`src/rtl/tmrc_pkg.sv`:
```
// Package for the dual timer/counter core with a third up/down counter.
// Assumes a single 100 MHz clock and a classic Wishbone register bus.
package tmrc_pkg;

  // ==========================================================
  // Register byte addresses
  localparam logic [4:0] TMRC_ADR_MODE   = 5'h00;
  localparam logic [4:0] TMRC_ADR_CTRL   = 5'h04;
  localparam logic [4:0] TMRC_ADR_U0     = 5'h08;
  localparam logic [4:0] TMRC_ADR_U1     = 5'h0C;
  localparam logic [4:0] TMRC_ADR_T3CTL  = 5'h10;
  localparam logic [4:0] TMRC_ADR_T3CNT  = 5'h14;
  localparam logic [4:0] TMRC_ADR_CFG    = 5'h18;

  // ==========================================================
  // Mode register field positions (unit 1 sits four bits higher)
  localparam int TMRC_MODE_M0   = 0;
  localparam int TMRC_MODE_M1   = 1;
  localparam int TMRC_MODE_CT0  = 2;
  localparam int TMRC_MODE_GT0  = 3;
  localparam int TMRC_MODE_CT1  = 6;
  localparam int TMRC_MODE_U1   = 4;

  // Control register field positions
  localparam int TMRC_CTL_RUN0  = 4;
  localparam int TMRC_CTL_OVF0  = 5;
  localparam int TMRC_CTL_RUN1  = 6;
  localparam int TMRC_CTL_OVF1  = 7;

  // Third counter control and configuration bits
  localparam int TMRC_T3_RUN    = 2;
  localparam int TMRC_T3_CSEL   = 1;
  localparam int TMRC_T3_DIR    = 0;

  // Reset values
  localparam logic [7:0]  TMRC_RST_BYTE = 8'h00;
  localparam logic [15:0] TMRC_RST_WORD = 16'h0000;

  // ==========================================================
  // Machine cycle timing
  localparam logic [3:0] TMRC_MC_12T   = 4'hC;
  localparam logic [3:0] TMRC_MC_6T    = 4'h6;
  localparam logic [3:0] TMRC_PH_UPD   = 4'h2;
  localparam logic [3:0] TMRC_PH_SMP   = 4'h3;

  // Mode encoding
  typedef enum logic [1:0] {
    TMRC_MODE13 = 2'h0,
    TMRC_MODE16 = 2'h1,
    TMRC_MODE8R = 2'h2,
    TMRC_MODESP = 2'h3
  } tmrc_mode_t;

  // One unit's configuration
  typedef struct packed {
    logic       gate;
    logic       cnt_sel;
    tmrc_mode_t mode;
  } tmrc_unit_cfg_t;

  // Pin group
  typedef struct packed {
    logic cnt0;
    logic cnt1;
    logic cnt2;
    logic irq0;
    logic irq1;
  } tmrc_pins_t;

endpackage

```
`src/rtl/tmrc_core.sv`:
```
// Two 8/13/16-bit timer/counters and a third 16-bit up/down counter.
// Assumes async pins synchronised here and one classic Wishbone master.
//
// Added by the designer: the register offsets and the Wishbone slave port.
module tmrc_core
  import tmrc_pkg::*;
// ==========================================================
// How it works
// Machine cycle is 12 or 6 clocks, chosen by the timing mode bit.
// Count pins are sampled at the sample phase; high then low counts.
// Edge needs two machine cycles, so count rate is at most clock/24, or clock/12 in 6T mode.
// Counts change at update phase; an edge counts in the next cycle.
// Mode register bit 2 picks counter for unit 0, bit 6 for unit 1.
// Timer function advances once per machine cycle, clock/12 default.
// Two mode bits per unit choose one of four modes.
// Mode 0 counts with high byte and low five bits of low byte.
// A unit counts when run is set and gate is 0 or irq pin is high.
// Mode 0 sets overflow when 1FFF wraps to 0000.
// Mode 1 counts sixteen bits, overflow on FFFF to 0000.
// Mode 2 counts low byte, reloads it from high byte on wrap.
// Unit 1 in mode 3 freezes and holds its count.
// Unit 0 mode 3 splits; low byte uses all unit 0 controls.
// Unit 0 mode 3 high byte ticks, with unit 1 run and overflow.
// Unit 1 then runs on gate and pin, without run bit or overflow.
// Unit 1 overflow is offered as a baud clock source.
// Third counter is 16-bit up/down, set by its mode register bit 0.
// Third counter uses pin when select is 1, else machine cycles (clock/12 default); needs run.
// Overflow flags clear when the processor vectors to the handler.
// External count pins stay high and low a full machine cycle each.
(
  // Clock, reset, enable
  input  wire logic        mclk_i,
  input  wire logic        rst_i,
  input  wire logic        ce_i,
  // Wishbone slave
  input  wire logic        wb_cyc_i,
  input  wire logic        wb_stb_i,
  input  wire logic        wb_we_i,
  input  wire logic [4:0]  wb_adr_i,
  input  wire logic [3:0]  wb_sel_i,
  input  wire logic [31:0] wb_dat_i,
  output logic      [31:0] wb_dat_o,
  output logic             wb_ack_o,
  // External pins
  input  wire tmrc_pins_t  pins_i,
  // Interrupt controller side
  input  wire logic        vec_unit0_i,
  input  wire logic        vec_unit1_i,
  output logic             ovf0_o,
  output logic             ovf1_o,
  output logic             baud_tick_o
);

  // ==========================================================
  // Storage
  logic [7:0]  mode_ff, nxt_mode;
  logic [7:0]  ctl_ff, nxt_ctl;
  logic [7:0]  lo0_ff, nxt_lo0, hi0_ff, nxt_hi0;
  logic [7:0]  lo1_ff, nxt_lo1, hi1_ff, nxt_hi1;
  logic [2:0]  t3ctl_ff, nxt_t3ctl;
  logic        t3cfg_ff, nxt_t3cfg;
  logic        six_ff, nxt_six;
  logic [15:0] cnt3_ff, nxt_cnt3;
  logic [3:0]  ph_ff, nxt_ph;
  tmrc_pins_t  s1_ff, s2_ff;
  logic [2:0]  smp_ff, nxt_smp, prv_ff, nxt_prv;
  logic [2:0]  edge_ff, nxt_edge;
  logic        ack_ff, nxt_ack;
  logic [31:0] rdat_ff, nxt_rdat;
  logic        baud_ff, nxt_baud;

  // Decoded controls
  tmrc_unit_cfg_t cfg0, cfg1;
  logic           mc_end, smp_ph, upd_ph;
  logic           en0, en1, en_hi0, tick0, tick1, tick3;
  logic           ovf_lo0, ovf_hi0, ovf1;
  logic           wr, rd_req;

  assign cfg0   = {mode_ff[TMRC_MODE_GT0], mode_ff[TMRC_MODE_CT0],
                   tmrc_mode_t'(mode_ff[1:0])};
  assign cfg1   = {mode_ff[TMRC_MODE_GT0 + TMRC_MODE_U1],
                   mode_ff[TMRC_MODE_CT1], tmrc_mode_t'(mode_ff[5:4])};

  // Last clock of a machine cycle; 12T or 6T
  // Wraps at once if the 6T mode is switched in with the phase past five
  assign mc_end = (ph_ff >= (six_ff ? TMRC_MC_6T : TMRC_MC_12T) - 4'h1);
  assign smp_ph = ce_i && (ph_ff == TMRC_PH_SMP);
  assign upd_ph = ce_i && (ph_ff == TMRC_PH_UPD);
  assign wr     = wb_cyc_i && wb_stb_i && wb_we_i && !ack_ff;
  assign rd_req = wb_cyc_i && wb_stb_i && !ack_ff;

  // Byte merge under a lane strobe
  function automatic logic [7:0] lane(input logic [7:0] old,
                                      input logic [7:0] nw,
                                      input logic       s);
    lane = s ? nw : old;
  endfunction

  // Gating: run and (gate low or irq pin high)
  function automatic logic gated(input logic run, input logic gate,
                                 input logic pin);
    gated = run && (!gate || pin);
  endfunction

  // ==========================================================
  // Machine cycle phase counter
  always_comb begin
    nxt_ph = ph_ff;
    if (ce_i) begin
      nxt_ph = mc_end ? 4'h0 : ph_ff + 4'h1;
    end
  end

  // ==========================================================
  // Pin sampling; edge stays pending until the next update phase
  always_comb begin
    nxt_smp  = smp_ff;
    nxt_prv  = prv_ff;
    nxt_edge = edge_ff;
    if (upd_ph) begin
      nxt_edge = 3'h0;
    end
    if (smp_ph) begin
      nxt_prv  = smp_ff;
      nxt_smp  = {s2_ff.cnt2, s2_ff.cnt1, s2_ff.cnt0};
      // High one sample, low the next; two cycles per edge, see
      nxt_edge = smp_ff & ~{s2_ff.cnt2, s2_ff.cnt1, s2_ff.cnt0};
    end
  end

  // Count ticks: timer once per machine cycle, counter on stored edge
  assign tick0  = upd_ph && (cfg0.cnt_sel ? edge_ff[0] : 1'b1);
  assign tick1  = upd_ph && (cfg1.cnt_sel ? edge_ff[1] : 1'b1);
  assign tick3  = upd_ph && t3ctl_ff[TMRC_T3_RUN] &&
                  (t3ctl_ff[TMRC_T3_CSEL] ? edge_ff[2] : 1'b1);

  assign en0    = gated(ctl_ff[TMRC_CTL_RUN0], cfg0.gate, s2_ff.irq0);
  // Unit 1 loses its run bit to unit 0's high byte in split mode
  assign en1    = (cfg0.mode == TMRC_MODESP)
                  ? gated(1'b1, cfg1.gate, s2_ff.irq1)
                  : gated(ctl_ff[TMRC_CTL_RUN1], cfg1.gate, s2_ff.irq1);
  assign en_hi0 = ctl_ff[TMRC_CTL_RUN1];

  // ==========================================================
  // Unit counters
  always_comb begin
    nxt_lo0  = lo0_ff;
    nxt_hi0  = hi0_ff;
    nxt_lo1  = lo1_ff;
    nxt_hi1  = hi1_ff;
    ovf_lo0  = 1'b0;
    ovf_hi0  = 1'b0;
    ovf1     = 1'b0;
    if (tick0 && en0) begin
      case (cfg0.mode)
        TMRC_MODE13: begin
          nxt_lo0 = {lo0_ff[7:5], lo0_ff[4:0] + 5'h01};
          if (lo0_ff[4:0] == 5'h1F) begin
            nxt_hi0 = hi0_ff + 8'h01;
            ovf_lo0 = (hi0_ff == 8'hFF);
          end
        end
        TMRC_MODE16: begin
          nxt_lo0 = lo0_ff + 8'h01;
          if (lo0_ff == 8'hFF) begin
            nxt_hi0 = hi0_ff + 8'h01;
            ovf_lo0 = (hi0_ff == 8'hFF);
          end
        end
        TMRC_MODE8R: begin
          nxt_lo0 = (lo0_ff == 8'hFF) ? hi0_ff : lo0_ff + 8'h01;
          ovf_lo0 = (lo0_ff == 8'hFF);
        end
        default: begin
          nxt_lo0 = lo0_ff + 8'h01;
          ovf_lo0 = (lo0_ff == 8'hFF);
        end
      endcase
    end
    if (cfg0.mode == TMRC_MODESP && upd_ph && en_hi0) begin
      nxt_hi0 = hi0_ff + 8'h01;
      ovf_hi0 = (hi0_ff == 8'hFF);
    end
    if (tick1 && en1) begin
      case (cfg1.mode)
        TMRC_MODE13: begin
          nxt_lo1 = {lo1_ff[7:5], lo1_ff[4:0] + 5'h01};
          if (lo1_ff[4:0] == 5'h1F) begin
            nxt_hi1 = hi1_ff + 8'h01;
            ovf1    = (hi1_ff == 8'hFF);
          end
        end
        TMRC_MODE16: begin
          nxt_lo1 = lo1_ff + 8'h01;
          if (lo1_ff == 8'hFF) begin
            nxt_hi1 = hi1_ff + 8'h01;
            ovf1    = (hi1_ff == 8'hFF);
          end
        end
        TMRC_MODE8R: begin
          nxt_lo1 = (lo1_ff == 8'hFF) ? hi1_ff : lo1_ff + 8'h01;
          ovf1    = (lo1_ff == 8'hFF);
        end
        default: begin
          nxt_lo1 = lo1_ff;
        end
      endcase
    end
    // Software writes lose to nothing but are taken after counting
    if (wr && wb_adr_i == TMRC_ADR_U0) begin
      nxt_lo0 = lane(nxt_lo0, wb_dat_i[7:0], wb_sel_i[0]);
      nxt_hi0 = lane(nxt_hi0, wb_dat_i[15:8], wb_sel_i[1]);
    end
    if (wr && wb_adr_i == TMRC_ADR_U1) begin
      nxt_lo1 = lane(nxt_lo1, wb_dat_i[7:0], wb_sel_i[0]);
      nxt_hi1 = lane(nxt_hi1, wb_dat_i[15:8], wb_sel_i[1]);
    end
  end

  // ==========================================================
  // Control and mode registers; overflow flags set beats clear
  always_comb begin
    nxt_mode  = mode_ff;
    nxt_ctl   = ctl_ff;
    nxt_t3ctl = t3ctl_ff;
    nxt_t3cfg = t3cfg_ff;
    nxt_six   = six_ff;
    nxt_baud  = 1'b0;
    if (wr) begin
      if (wb_adr_i == TMRC_ADR_MODE) begin
        nxt_mode = lane(mode_ff, wb_dat_i[7:0], wb_sel_i[0]);
      end else if (wb_adr_i == TMRC_ADR_CTRL) begin
        nxt_ctl = lane(ctl_ff, wb_dat_i[7:0], wb_sel_i[0]);
      end else if (wb_adr_i == TMRC_ADR_T3CTL) begin
        if (wb_sel_i[0]) begin
          nxt_t3ctl = wb_dat_i[2:0];
        end
      end else if (wb_adr_i == TMRC_ADR_CFG) begin
        if (wb_sel_i[0]) begin
          nxt_t3cfg = wb_dat_i[0];
          nxt_six   = wb_dat_i[1];
        end
      end
    end
    if (vec_unit0_i) begin
      nxt_ctl[TMRC_CTL_OVF0] = 1'b0;
    end
    if (vec_unit1_i) begin
      nxt_ctl[TMRC_CTL_OVF1] = 1'b0;
    end
    if (ovf_lo0) begin
      nxt_ctl[TMRC_CTL_OVF0] = 1'b1;
    end
    // Split mode hands unit 1's flag to unit 0's high byte
    if (ovf_hi0 || (ovf1 && cfg0.mode != TMRC_MODESP)) begin
      nxt_ctl[TMRC_CTL_OVF1] = 1'b1;
    end
    if (ovf1) begin
      nxt_baud = 1'b1;
    end
  end

  // ==========================================================
  // Third counter, up or down by its direction bit
  always_comb begin
    nxt_cnt3 = cnt3_ff;
    if (tick3) begin
      if (t3cfg_ff && !t3ctl_ff[TMRC_T3_DIR]) begin
        nxt_cnt3 = cnt3_ff - 16'h0001;
      end else begin
        nxt_cnt3 = cnt3_ff + 16'h0001;
      end
    end
    if (wr && wb_adr_i == TMRC_ADR_T3CNT) begin
      nxt_cnt3[7:0]  = lane(nxt_cnt3[7:0], wb_dat_i[7:0], wb_sel_i[0]);
      nxt_cnt3[15:8] = lane(nxt_cnt3[15:8], wb_dat_i[15:8], wb_sel_i[1]);
    end
  end

  // ==========================================================
  // Bus answer: one wait-free ack; unmapped reads return zero
  always_comb begin
    nxt_ack  = rd_req;
    nxt_rdat = 32'h0000_0000;
    if (wb_adr_i == TMRC_ADR_MODE) begin
      nxt_rdat[7:0] = mode_ff;
    end else if (wb_adr_i == TMRC_ADR_CTRL) begin
      nxt_rdat[7:0] = ctl_ff;
    end else if (wb_adr_i == TMRC_ADR_U0) begin
      nxt_rdat[15:0] = {hi0_ff, lo0_ff};
    end else if (wb_adr_i == TMRC_ADR_U1) begin
      nxt_rdat[15:0] = {hi1_ff, lo1_ff};
    end else if (wb_adr_i == TMRC_ADR_T3CTL) begin
      nxt_rdat[2:0] = t3ctl_ff;
    end else if (wb_adr_i == TMRC_ADR_T3CNT) begin
      nxt_rdat[15:0] = cnt3_ff;
    end else if (wb_adr_i == TMRC_ADR_CFG) begin
      nxt_rdat[1:0] = {six_ff, t3cfg_ff};
    end
  end

  // ==========================================================
  // Registers; pins take two flops first
  always_ff @(posedge mclk_i) begin
    if (rst_i) begin
      s1_ff    <= '0;
      s2_ff    <= '0;
    end else begin
      s1_ff    <= pins_i;
      s2_ff    <= s1_ff;
    end
  end

  always_ff @(posedge mclk_i) begin
    if (rst_i) begin
      mode_ff  <= TMRC_RST_BYTE;
      ctl_ff   <= TMRC_RST_BYTE;
      lo0_ff   <= TMRC_RST_BYTE;
      hi0_ff   <= TMRC_RST_BYTE;
      lo1_ff   <= TMRC_RST_BYTE;
      hi1_ff   <= TMRC_RST_BYTE;
      t3ctl_ff <= 3'h0;
      t3cfg_ff <= 1'b0;
      six_ff   <= 1'b0;
      cnt3_ff  <= TMRC_RST_WORD;
      ph_ff    <= 4'h0;
      smp_ff   <= 3'h0;
      prv_ff   <= 3'h0;
      edge_ff  <= 3'h0;
      ack_ff   <= 1'b0;
      rdat_ff  <= 32'h0000_0000;
      baud_ff  <= 1'b0;
    end else if (ce_i) begin
      mode_ff  <= nxt_mode;
      ctl_ff   <= nxt_ctl;
      lo0_ff   <= nxt_lo0;
      hi0_ff   <= nxt_hi0;
      lo1_ff   <= nxt_lo1;
      hi1_ff   <= nxt_hi1;
      t3ctl_ff <= nxt_t3ctl;
      t3cfg_ff <= nxt_t3cfg;
      six_ff   <= nxt_six;
      cnt3_ff  <= nxt_cnt3;
      ph_ff    <= nxt_ph;
      smp_ff   <= nxt_smp;
      prv_ff   <= nxt_prv;
      edge_ff  <= nxt_edge;
      ack_ff   <= nxt_ack;
      rdat_ff  <= nxt_rdat;
      baud_ff  <= nxt_baud;
    end
  end

  assign wb_dat_o    = rdat_ff;
  assign wb_ack_o    = ack_ff;
  assign ovf0_o      = ctl_ff[TMRC_CTL_OVF0];
  assign ovf1_o      = ctl_ff[TMRC_CTL_OVF1];
  assign baud_tick_o = baud_ff;

  // ==========================================================
  // Checks
  p_phase_wrap: assert property (@(posedge mclk_i) disable iff (rst_i)
    ce_i && !six_ff |-> ph_ff < TMRC_MC_12T)
    else $error("phase past twelve");
  property p_edge_once;
    @(posedge mclk_i) disable iff (rst_i)
    ce_i && smp_ph |=> ##1 !(edge_ff[0] && !prv_ff[0]);
  endproperty
  a_edge_once: assert property (p_edge_once)
    else $error("edge without prior high");
  property p_ovf0_set;
    @(posedge mclk_i) disable iff (rst_i)
    ce_i && ovf_lo0 |=> ovf0_o;
  endproperty
  a_ovf0_set: assert property (p_ovf0_set)
    else $error("overflow 0 flag not set");
  property p_reload;
    @(posedge mclk_i) disable iff (rst_i)
    ce_i && tick0 && en0 && cfg0.mode == TMRC_MODE8R && lo0_ff == 8'hFF
      && !wr |=> lo0_ff == $past(hi0_ff) && hi0_ff == $past(hi0_ff);
  endproperty
  a_reload: assert property (p_reload)
    else $error("mode 2 reload wrong");
  property p_freeze;
    @(posedge mclk_i) disable iff (rst_i)
    ce_i && cfg1.mode == TMRC_MODESP && !wr |=> $stable(lo1_ff);
  endproperty
  a_freeze: assert property (p_freeze)
    else $error("unit 1 not frozen");
  property p_clear;
    @(posedge mclk_i) disable iff (rst_i)
    ce_i && vec_unit0_i && !ovf_lo0 |=> !ovf0_o;
  endproperty
  a_clear: assert property (p_clear)
    else $error("overflow 0 not cleared");
  property p_ack;
    @(posedge mclk_i) disable iff (rst_i)
    ce_i && wb_ack_o |=> !wb_ack_o;
  endproperty
  a_ack: assert property (p_ack)
    else $error("ack held two cycles");
  property p_t3hold;
    @(posedge mclk_i) disable iff (rst_i)
    ce_i && !t3ctl_ff[TMRC_T3_RUN] && !wr |=> $stable(cnt3_ff);
  endproperty
  a_t3hold: assert property (p_t3hold)
    else $error("third counter ran while stopped");

endmodule

```
`config.mk`:
```
export PLATFORM = sky130hd
export DESIGN_NAME = tmrc_core
export DESIGN_NICKNAME = d
export VERILOG_FILES = /design/src/rtl/tmrc_pkg.sv /design/src/rtl/tmrc_core.sv
export SDC_FILE = /design/constraint.sdc
export NUM_CORES = 1
export LEC_CHECK = 0
export BUFFER_PORTS_ARGS = -buffer_cell sky130_fd_sc_hd__buf_2
export CORE_MARGIN = 3
export CORE_UTILIZATION = 55
export CTS_CLUSTER_DIAMETER = 30
export DETAILED_ROUTE_END_ITERATION = 16
export PLACE_DENSITY = 0.76
export SLEW_MARGIN = 20
export SYNTH_ARGS = -nofsm -noshare
export SYNTH_HDL_FRONTEND = slang
export SYNTH_SLANG_ARGS = --single-unit
```
`constraint.sdc`:
```
create_clock -name mclk_i -period 3.42 [get_ports mclk_i]
set_input_delay 0.513 -clock mclk_i [delete_from_list [all_inputs] [get_ports mclk_i]]
set_output_delay 0.513 -clock mclk_i [all_outputs]
set_load 0.005 [all_outputs]
```
==> results.yml, run 1 <==
critical_path:
  worst_r2r_path_depth: 10
  timing.rr.end: "hi1_ff[5]"
  timing.rr.start: "lo1_ff[0]"
  ff2ff_setup_slack_ps: 690
  kind_of_end_point_of_the_critical_path: "register"
  crit_path_start_kind: "register"
  cp_data_required_time_ps: 3700
  critPathKind: "register to register"
  critical_path_arrival_ps: 3010
  worstPathMaxFanout: 8
yosys:
  yosysSeqAreaShare_pct: 31.2
  synth_adder_area_share_pct: 4.84
  synthSimpleGateAreaFrac_pct: 23.6
  ys_types: 81
  combinational_family_with_the_most_area_after_synthesis: "compound AO/OA/AOI/OAI gates"
  synth_compound_area_share_pct: 25.3
  avgSynthCellArea_sq_um: 8.02
  proportion_of_register_bits_with_asynchronous_set_or_reset_after_synthesis_pct: 0
  parity_gate_share_of_the_synthesized_area_counting_xor_and_xnor_cells_pct: 2.04
  netlist_area_sq_um: 6870
  postSynthCellCount: 857
  synth_enable_flop_cells: 0
  yosys_register_bits: 107
  synth_top_flop_cell: "dfxtp_1"
  synth.mux.area_fraction_pct: 6.15
  synth-warning-count: 0
timing:
  report.final.slew_viol_count: 0
  min_period_over_period_pct: 79.8
  timing_hold_violations_final: 0
  max-slew-margin-rel_pct: 53.6
  final_period_minus_worst_setup_slack_ps: 2730
  timing.setup.tns_ps: 0
  fmax_ghz: 0.367
  finalClockSkew_ps: 10.4
  worst_slew_pin_slew_ps: 694
  rsz0062_at_grt: "false"
  setup_viol: 0
hold_path:
  hold-path-cell-count: 2
  whs_endpoint: "s1_ff[3]"
  holdCritStartpoint: "pins_i[3]"
  hold_path_class: "input port to register"
route:
  avgViaCountPerCell: 6.25
  drt.antenna.violating_nets: 0
  remaining_drc_errors: 0
  drt-initial-drc-count: 698
  dr_total_vias: 6577
  routed_wirelength_mm: 19.6
  drt-wirelength-per-cell_microns: 18.7
  firstDrtPassIters: 6
clocking:
  cts_htree_levels: 3
  ctsHoldBuffers: 0
  clock_tree.root_cell: "clkbuf_16"
  register_clock_pin_slew_on_the_reported_worst_setup_and_hold_paths_ps: 70
  postCtsSetupRepairBufs: 0
  cts-root-to-sink-buffers: 2
  insertion_delay_ps: 370
  tritoncts_clock_tree: "done"
  cts_buffers: 9
  cts-resized-gates: 0
  clock_sink_count: 107
pwr:
  power_density_nw_per_um2: 351
  total_power_w: 0.00261
  vdd.ir_drop.worst_mv: 0.468
  p_leak_nw: 2.80
floorplanning:
  dieHeight_microns: 118
  num_io_pins: 90
  die_w_microns: 118
  initial_standard_cell_utilization_of_the_core_pct: 56.7
  placeableCoreArea_sq_um: 12100
  placement_rows: 40
  area_of_the_die_sq_um: 13900
global_route:
  initial_antenna_violation_count: 0
  first_global_vias: 6225
  grt_start_max_net_pins: 66
  grtUsageTotal_pct: 28.6
  wire_length_of_the_first_global_routing_pass_mm: 32.1
  grt_overflow: 0
layout:
  n_fill_cell: 1129
  design.final.nets: 960
  post_route_cells_drive_above_1_share_pct: 13.1
  syn_to_final_growth_pct: 8.14
  antenna_cells_inserted: 0
job:
  max_cap_violations: 0
place:
  place_congestion: 0.932
  place_hpwl_mm: 14.0
  port-buffer-count: 55
run_status:
  run_status: "finished clean"
-- cells in the mapped netlist (9+ instances only) --
library cell  number  share of area (%)
o21ai_1           13               0.95
a22oi_1           17                1.9
nand3_1           20                1.5
buf_4             19                2.1
o22ai_1           10               0.91
inv_1             27                1.5
a21oi_1           55                4.0
clkbuf_1          36                2.0
nor3_1            17                1.2
buf_2              9               0.66
dfxtp_1          107                 31
and2_1             9               0.82
o21ai_0           39                2.8
nand2b_1          13                1.2
nor2b_1           19                1.7
ha_1              25                4.6
mux2i_1           31                4.5
nand4_1            9               0.82
nand2_1           64                3.5
a222oi_1          13                1.9
and3_1            11                1.0
nor2_1           116                6.3
a211oi_1          30                3.3
-- cells by family after synthesis --
group / after synthesis
AOI/OAI and AO/OA: 254
xor gates and xnor gates: 16
adders and majority gates: 26
buffers and inverters: 95
DFF: 107
muxes: 38
other: 1
and+or+nand+nor: 320
-- worst max path at each step --
stage	cells past startpoint	to	slack [ps]	from
2_1_floorplan	9	cnt3_ff[14]	570	t3cfg_ff
3_3_place_gp	10	cnt3_ff[14]	800	t3cfg_ff
3_5_place_dp	10	cnt3_ff[14]	760	t3cfg_ff
4_1_cts	10	cnt3_ff[14]	730	t3cfg_ff
5_1_grt	10	hi1_ff[5]	390	lo1_ff[0]
6_report	10	hi1_ff[5]	690	lo1_ff[0]
-- report_power, final --
group	leakage (nW)	total, W	internal [W]	switching [W]
clock	0.148	0.00111	0.000583	0.000526
combinational	1.78	0.000208	0.0000732	0.000135
sequential	0.869	0.00129	0.00127	0.0000227
-- critical path: stages (launching register included) --
cell and delay [ps]:
dfxtp_1 520, ha_1 330, and3_1 190, ha_1 180
nor2b_1 160, a31oi_1 80, nor3_2 350, nand4_1 310
o21ai_1 220, a21oi_1 90, a211oi_1 210
-- sequential cells by signal (all words and copies together) (netlist names), 3 cells and up --
| name | count |
|---|---|
| cnt3_ff | 16 |
| ctl_ff | 8 |
| edge_ff | 3 |
| hi0_ff | 8 |
| hi1_ff | 8 |
| lo0_ff | 8 |
| lo1_ff | 8 |
| mode_ff | 8 |
| ph_ff | 4 |
| s1_ff | 5 |
| s2_ff | 5 |
| smp_ff | 3 |
| t3ctl_ff | 3 |
| wb_dat_o | 16 |
-- cell usage in the layout (no fill, tap or decap), types with 7 or more instances in the layout --
| master | n |
|---|---|
| or3_1 | 7 |
| nor2_1 | 116 |
| buf_2 | 53 |
| nor3_1 | 17 |
| mux2i_1 | 31 |
| buf_4 | 12 |
| xnor2_1 | 8 |
| a22oi_1 | 17 |
| o21ai_1 | 13 |
| xor2_1 | 8 |
| nand4_1 | 9 |
| inv_1 | 27 |
| o22ai_1 | 10 |
| clkbuf_16 | 9 |
| conb_1 | 16 |
| nand2_1 | 64 |
| and3_1 | 11 |
| nor2b_1 | 19 |
| nand2b_1 | 13 |
| o21ai_0 | 39 |
| and2_1 | 9 |
| ha_1 | 25 |
| nand3_1 | 20 |
| dfxtp_1 | 107 |
| a211oi_1 | 30 |
| a222oi_1 | 13 |
| a21oi_1 | 55 |
-- cell type report --
| type | count | area [sq um] | area share (%) |
|---|---|---|---|
| multi-input combinational | 670 | 4320 | 58.1 |
| clock buffer | 9 | 225 | 3.03 |
| clock inverter | 6 | 80.1 | 1.08 |
| sequential | 107 | 2140 | 28.8 |
| timing repair buffer | 65 | 355 | 4.78 |
| tap | 168 | 210 | 2.83 |
| inverter | 27 | 101 | 1.36 |
-- per-layer routing --
layer	wire (microns)	track usage, %
met1	8310	37.7
met2	8870	44.1
met3	1680	7.40
met4	793	12.5
met5	0	0
-- stage by stage --
step / hold WS [ps] / utilization [%] / instances / worst slack, ps / instance area, sq um
5_1_grt: 359 / 61.4 / 1052 / 391 / 7430
4_1_cts: 343 / 61.4 / 1052 / 728 / 7430
3_5_place_dp: 426 / 58.8 / 1037 / 757 / 7130
2_1_floorplan: 414 / - / 872 / 570 / 6930
6_report: 358 / 61.4 / 1052 / 692 / 7430
3_3_place_gp: 417 / 58.8 / 1037 / 797 / 7130
Power figures use the tool's default switching activity.
==> run 2: changes to the inputs <==
- ABC_AREA: unset -> 1
- CORE_UTILIZATION: 55 -> 54
- PLACE_DENSITY: 0.76 -> 0.77
- clock period: 3.42 -> 2.3 ns (I/O delays scaled with it)
==> results.yml, run 2 <==
global_route:
  grtUsageTotal_pct: 28.1
  initial_antenna_violation_count: 0
  grt_start_max_net_pins: 99
  first_global_vias: 7067
  grt_overflow: 0
  wire_length_of_the_first_global_routing_pass_mm: 35.8
pwr:
  power_density_nw_per_um2: 481
  vdd.ir_drop.worst_mv: 0.571
  p_leak_nw: 3.67
layout:
  design.final.nets: 1297
  post_layout_nonfiller_instances: 1398
  mostFrequentLayoutCell: "nand2_1"
  mostFrequentLayoutCells: "nand2_1 (248), inv_1 (138), a21oi_1 (129)"
  syn_to_final_growth_pct: 13.0
  finish.utilization_pct: 63.5
  antenna_cells_inserted: 0
  post_route_cells_drive_above_1_share_pct: 16.0
  n_fill_cell: 1294
clocking:
  tritoncts_clock_tree: "done"
  cts-root-to-sink-buffers: 2
  ctsHoldBuffers: 0
  clock_tree.root_cell: "clkbuf_16"
  cts_buffers: 9
  cts_htree_levels: 3
  register_clock_pin_slew_on_the_reported_worst_setup_and_hold_paths_ps: 80
  clock_sink_count: 107
  insertion_delay_ps: 360
hold_path:
  hold_path_class: "input port to register"
place:
  place_congestion: 0.961
  post-place-ws_ps: -14.6
  place_hpwl_mm: 16.4
  placed_cells_incl_taps: 1374
  port-buffer-count: 55
yosys:
  netlist_area_sq_um: 7560
  yosysSeqAreaShare_pct: 28.3
  synth_top_flop_cell: "dfxtp_1"
  proportion_of_register_bits_with_asynchronous_set_or_reset_after_synthesis_pct: 0
  most_instantiated_library_cell_after_synthesis: "nand2_1"
  synth-warning-count: 0
  ys_types: 46
  avgSynthCellArea_sq_um: 6.45
  post_synth_main_area_contributors: "dfxtp_1 (28%), nand2_1 (13%), a21oi_1 (8.7%), o21ai_0 (8.3%), inv_1 (6.9%)"
  synthDominantCellAreaShare_pct: 28.3
  yosys_register_bits: 107
  synth_enable_flop_cells: 0
  post-synth-top-area-cell: "dfxtp_1"
  netlist_top_cells_count: "nand2_1 (258), inv_1 (139), a21oi_1 (132)"
  postSynthCellCount: 1172
floorplanning:
  placement_rows: 42
  dieHeight_microns: 124
  num_io_pins: 90
  initial_standard_cell_utilization_of_the_core_pct: 56.2
  die_w_microns: 124
  placeableCoreArea_sq_um: 13500
  area_of_the_die_sq_um: 15500
timing:
  final_critical_path_setup_slack_ps: 132
  holdWs_ps: 173
  final_period_minus_worst_setup_slack_ps: 2170
  timing.setup.tns_ps: 0
  fmax_ghz: 0.461
  worst_slew_pin_slew_ps: 718
  setup_viol: 0
  finalClockSkew_ps: 9.43
  report.final.slew_viol_count: 0
  min_period_over_period_pct: 94.3
  max-slew-margin-rel_pct: 52.1
  timing_hold_violations_final: 0
critical_path:
  crit_path_max_delay_cell_type: "dfxtp_2"
  kind_of_end_point_of_the_critical_path: "register"
  critical_path_buffers_and_inverters: 6
  most_common_cell_type_on_the_critical_path: "nand2_2"
  worstPathMaxFanout: 5
  cpPeakStageDelay_ps: 340
  crit_path_start_kind: "register"
  cp_data_required_time_ps: 2600
  critPathKind: "register to register"
  critical_path_arrival_ps: 2460
  path_cells: "inv_1 > nand2_2 > clkinvlp_4 > buf_4 > buf_6 > ha_4 > nand2_2 > nand2_2 > a21oi_2 > nand2_2 > buf_4 > buf_4 > nor2_1 > o221ai_1 > a21oi_1"
  timing.critical_path.max_delay_family: "buffers and inverters"
route:
  routed_wirelength_mm: 23.1
  remaining_drc_errors: 0
  drt.antenna.violating_nets: 0
  avgViaCountPerCell: 5.79
  dr_total_vias: 8091
  drt-wirelength-per-cell_microns: 16.5
  drt-initial-drc-count: 925
  firstDrtPassIters: 5
job:
  max_cap_violations: 0
run_status:
  run_status: "finished clean"
## run 2: cell types whose count changed after synthesis, sizes merged, moves of 18 or more
cell	before	now
nor2	117	93
o21ai	53	138
inv	27	157
mux2i	31	0
nand2	68	272
nor2b	19	0
nand3	22	71
a21oi	55	136
a211oi	31	13
## run 2: worst paths after layout
check                                 start          to  slack, ps  cells past startpoint
worst min register to register     s1_ff[4]    s2_ff[4]        400                      2
worst min-delay path              pins_i[2]    s1_ff[2]        170                      3
worst max register to register  t3ctl_ff[0]  cnt3_ff[7]        130                     15
worst max-delay path            t3ctl_ff[0]  cnt3_ff[7]        130                     15
## run 2: metal layers
layer	share of wire [%]	global-route usage, %
met5	0	0
met4	3.0	10.5
met3	7.4	3.82
met2	46	44.8
met1	43	38.7
## run 2: logic make-up (layout without fill, tap and decap cells)
group           count (synthesis)  in the layout  synth area share, %
simple gates                  468            468                 28.2
compound gates                340            340                 25.2
buf+inv                       215            250                 12.0
flops                         107            107                 28.3
fa+ha+maj                      26             26                 4.40
xor+xnor                       15             15                 1.74
other cells                     1             16               0.0496
## run 2: report_power, final
part / leakage, nW / internal (W) / total [W] / switching (W)
clock network: 0.160 / 0.000887 / 0.00170 / 0.000815
registers: 0.872 / 0.00190 / 0.00195 / 0.0000530
logic: 2.64 / 0.000152 / 0.000448 / 0.000296
total: 3.67 / 0.00294 / 0.00410 / 0.00116
## run 2: metrics by stage
stage | cell area (sq um) | total power [W]
2_1_floorplan | 7610 | 0.00227
3_3_place_gp | 7910 | 0.00240
3_5_place_dp | 7910 | 0.00241
4_1_cts | 8250 | 0.00409
5_1_grt | 8540 | 0.00424
6_report | 8540 | 0.00410
## run 2: timing repair
| action | in CTS | in global routing |
|---|---|---|
| buffers inserted | 1 | 7 |
| setup endpoints to repair | 4 | 10 |
| resized for setup | 1 | 41 |
| pin swaps | 0 | 8 |
## run 2: area by class of cell
class                      count  area, sq um  area share, %
clock buffer                   9          225           2.64
clock inverter                 7          108           1.26
inverter                     157          596           6.98
multi-input combinational    865         4760           55.8
sequential                   107         2140           25.1
tap                          176          220           2.58
timing repair buffer          77          485           5.69
## run 2: tightest hold or removal path, cell delays in order
cell and delay [ps]:
buf_2 70, inv_1 30, nor2_1 60
==> run 3: changes to the inputs <==
- REMOVE_ABC_BUFFERS: unset -> 1
==> results.yml, run 3 (same netlist as run 2, synthesis figures left out) <==
critical_path:
  kind_of_end_point_of_the_critical_path: "register"
  crit_path_start_kind: "register"
  worst_r2r_path_depth: 10
  timing.critical_path.max_delay_family: "buffers and inverters"
  critPathKind: "register to register"
  path_cells: "ha_1 > nand3_2 > inv_2 > nand2_2 > inv_2 > nand2_2 > inv_1 > o21ai_0 > o21bai_1 > a21oi_1"
  worst-path-stages: 10
  crit_path_max_delay_cell_type: "dfxtp_1"
  critical_path_buffers_and_inverters: 3
  critical_path_arrival_ps: 2330
  cp_data_required_time_ps: 2510
  cpPeakStageDelay_ps: 420
  worstPathMaxFanout: 11
route:
  drt-initial-drc-count: 880
  firstDrtPassIters: 5
  remaining_drc_errors: 0
  drt-wirelength-per-cell_microns: 16.2
  routed_wirelength_mm: 22.5
  dr_total_vias: 7911
  drt.antenna.violating_nets: 0
  avgViaCountPerCell: 5.68
floorplanning:
  placeableCoreArea_sq_um: 13500
  area_of_the_die_sq_um: 15500
  placement_rows: 42
  num_io_pins: 90
  dieHeight_microns: 124
  initial_standard_cell_utilization_of_the_core_pct: 56.2
  die_w_microns: 124
timing:
  worst_slew_pin_slew_ps: 733
  final_period_minus_worst_setup_slack_ps: 2110
  report.final.slew_viol_count: 0
  rsz0062_at_grt: "false"
  max-slew-margin-rel_pct: 51.1
  setup_viol: 0
  timing.setup.tns_ps: 0
  final_critical_path_setup_slack_ps: 187
  finalClockSkew_ps: 9.01
  timing_hold_violations_final: 0
  fmax_ghz: 0.473
  min_period_over_period_pct: 91.9
layout:
  multiInputGateArea_sq_um: 4590
  finish.utilization_pct: 61.4
  post_route_cells_drive_above_1_share_pct: 13.5
  syn_to_final_growth_pct: 9.34
  area.sequential_sq_um: 2140
  mostFrequentLayoutCell: "nand2_1"
  antenna_cells_inserted: 0
  n_fill_cell: 1344
  mostFrequentLayoutCells: "nand2_1 (256), inv_1 (139), a21oi_1 (130)"
  design.final.nets: 1293
  post_layout_nonfiller_instances: 1394
clocking:
  ctsHoldBuffers: 0
  cts-resized-gates: 0
  clock_sink_count: 107
  clock_tree.root_cell: "clkbuf_16"
  tritoncts_clock_tree: "done"
  cts_htree_levels: 3
  cts_buffers: 9
  register_clock_pin_slew_on_the_reported_worst_setup_and_hold_paths_ps: 80
  cts-root-to-sink-buffers: 2
  insertion_delay_ps: 370
  postCtsSetupRepairBufs: 0
place:
  place_hpwl_mm: 16.6
  place_congestion: 0.975
  placed_cells_incl_taps: 1378
  port-buffer-count: 55
  post-place-ws_ps: 178
global_route:
  grtUsageTotal_pct: 28.1
  first_global_vias: 7125
  initial_antenna_violation_count: 0
  grt_start_max_net_pins: 60
  grt_overflow: 0
  wire_length_of_the_first_global_routing_pass_mm: 35.8
run_status:
  run_status: "finished clean"
hold_path:
  hold_path_class: "input port to register"
  hold-path-cell-count: 3
pwr:
  vdd.ir_drop.worst_mv: 0.661
  power_density_nw_per_um2: 477
  p_leak_nw: 3.66
job:
  max_cap_violations: 0
run 3: changes by cell type in the layout (fill, tap and decap cells not counted), moves of 2 or more:
cell      before  now
ha_1          13   24
ha_4          12    1
nand2_1      248  256
nand2_2       20   12
buf_6          2    0
clkinv_8       3    1
nor2_1        76   78
nor2_2         7    5
run 3: worst reg2reg max path: cells and delay by family, from the launching register on:
kind	cells	cell delay, ps
AOI/OAI and AO/OA	3	310
adders and majority gates	1	200
buffers and inverters	3	550
DFF	1	420
and+or+nand+nor	3	470
run 3: final timing paths:
check	endpoint	from	slack, ps
max	hi1_ff[1]	ph_ff[1]	190
min	s1_ff[3]	pins_i[3]	170
max reg2reg	hi1_ff[1]	ph_ff[1]	190
min reg2reg	s2_ff[4]	s1_ff[4]	410
run 3: through the flow:
stage	hold WS (ps)	instance area (sq um)	power, W
final	175	8260	0.00394
after CTS	171	8240	0.00394
after global routing	178	8260	0.00408
after detailed placement	396	7950	0.00241
after floorplan	388	7300	0.00221
after global placement	389	7950	0.00241
run 3: layer usage:
metal | wire [microns] | track usage [%]
met1 | 9960 | 39.0
met2 | 9770 | 42.1
met4 | 943 | 13.0
met3 | 1870 | 5.23
met5 | 0 | 0
run 3: layout make-up:
type	count	share of cell area (%)
Multi-Input combinational cell	865	55.5
Sequential cell	107	25.9
Inverter	157	7.13
Timing Repair Buffer	73	5.27
Clock buffer	10	2.77
Tap cell	176	2.66
Clock inverter	6	0.712
run 3: report_power, final:
part / switching (W) / internal (W)
clock network: 0.000794 / 0.000762
registers: 0.0000466 / 0.00190
logic: 0.000294 / 0.000141
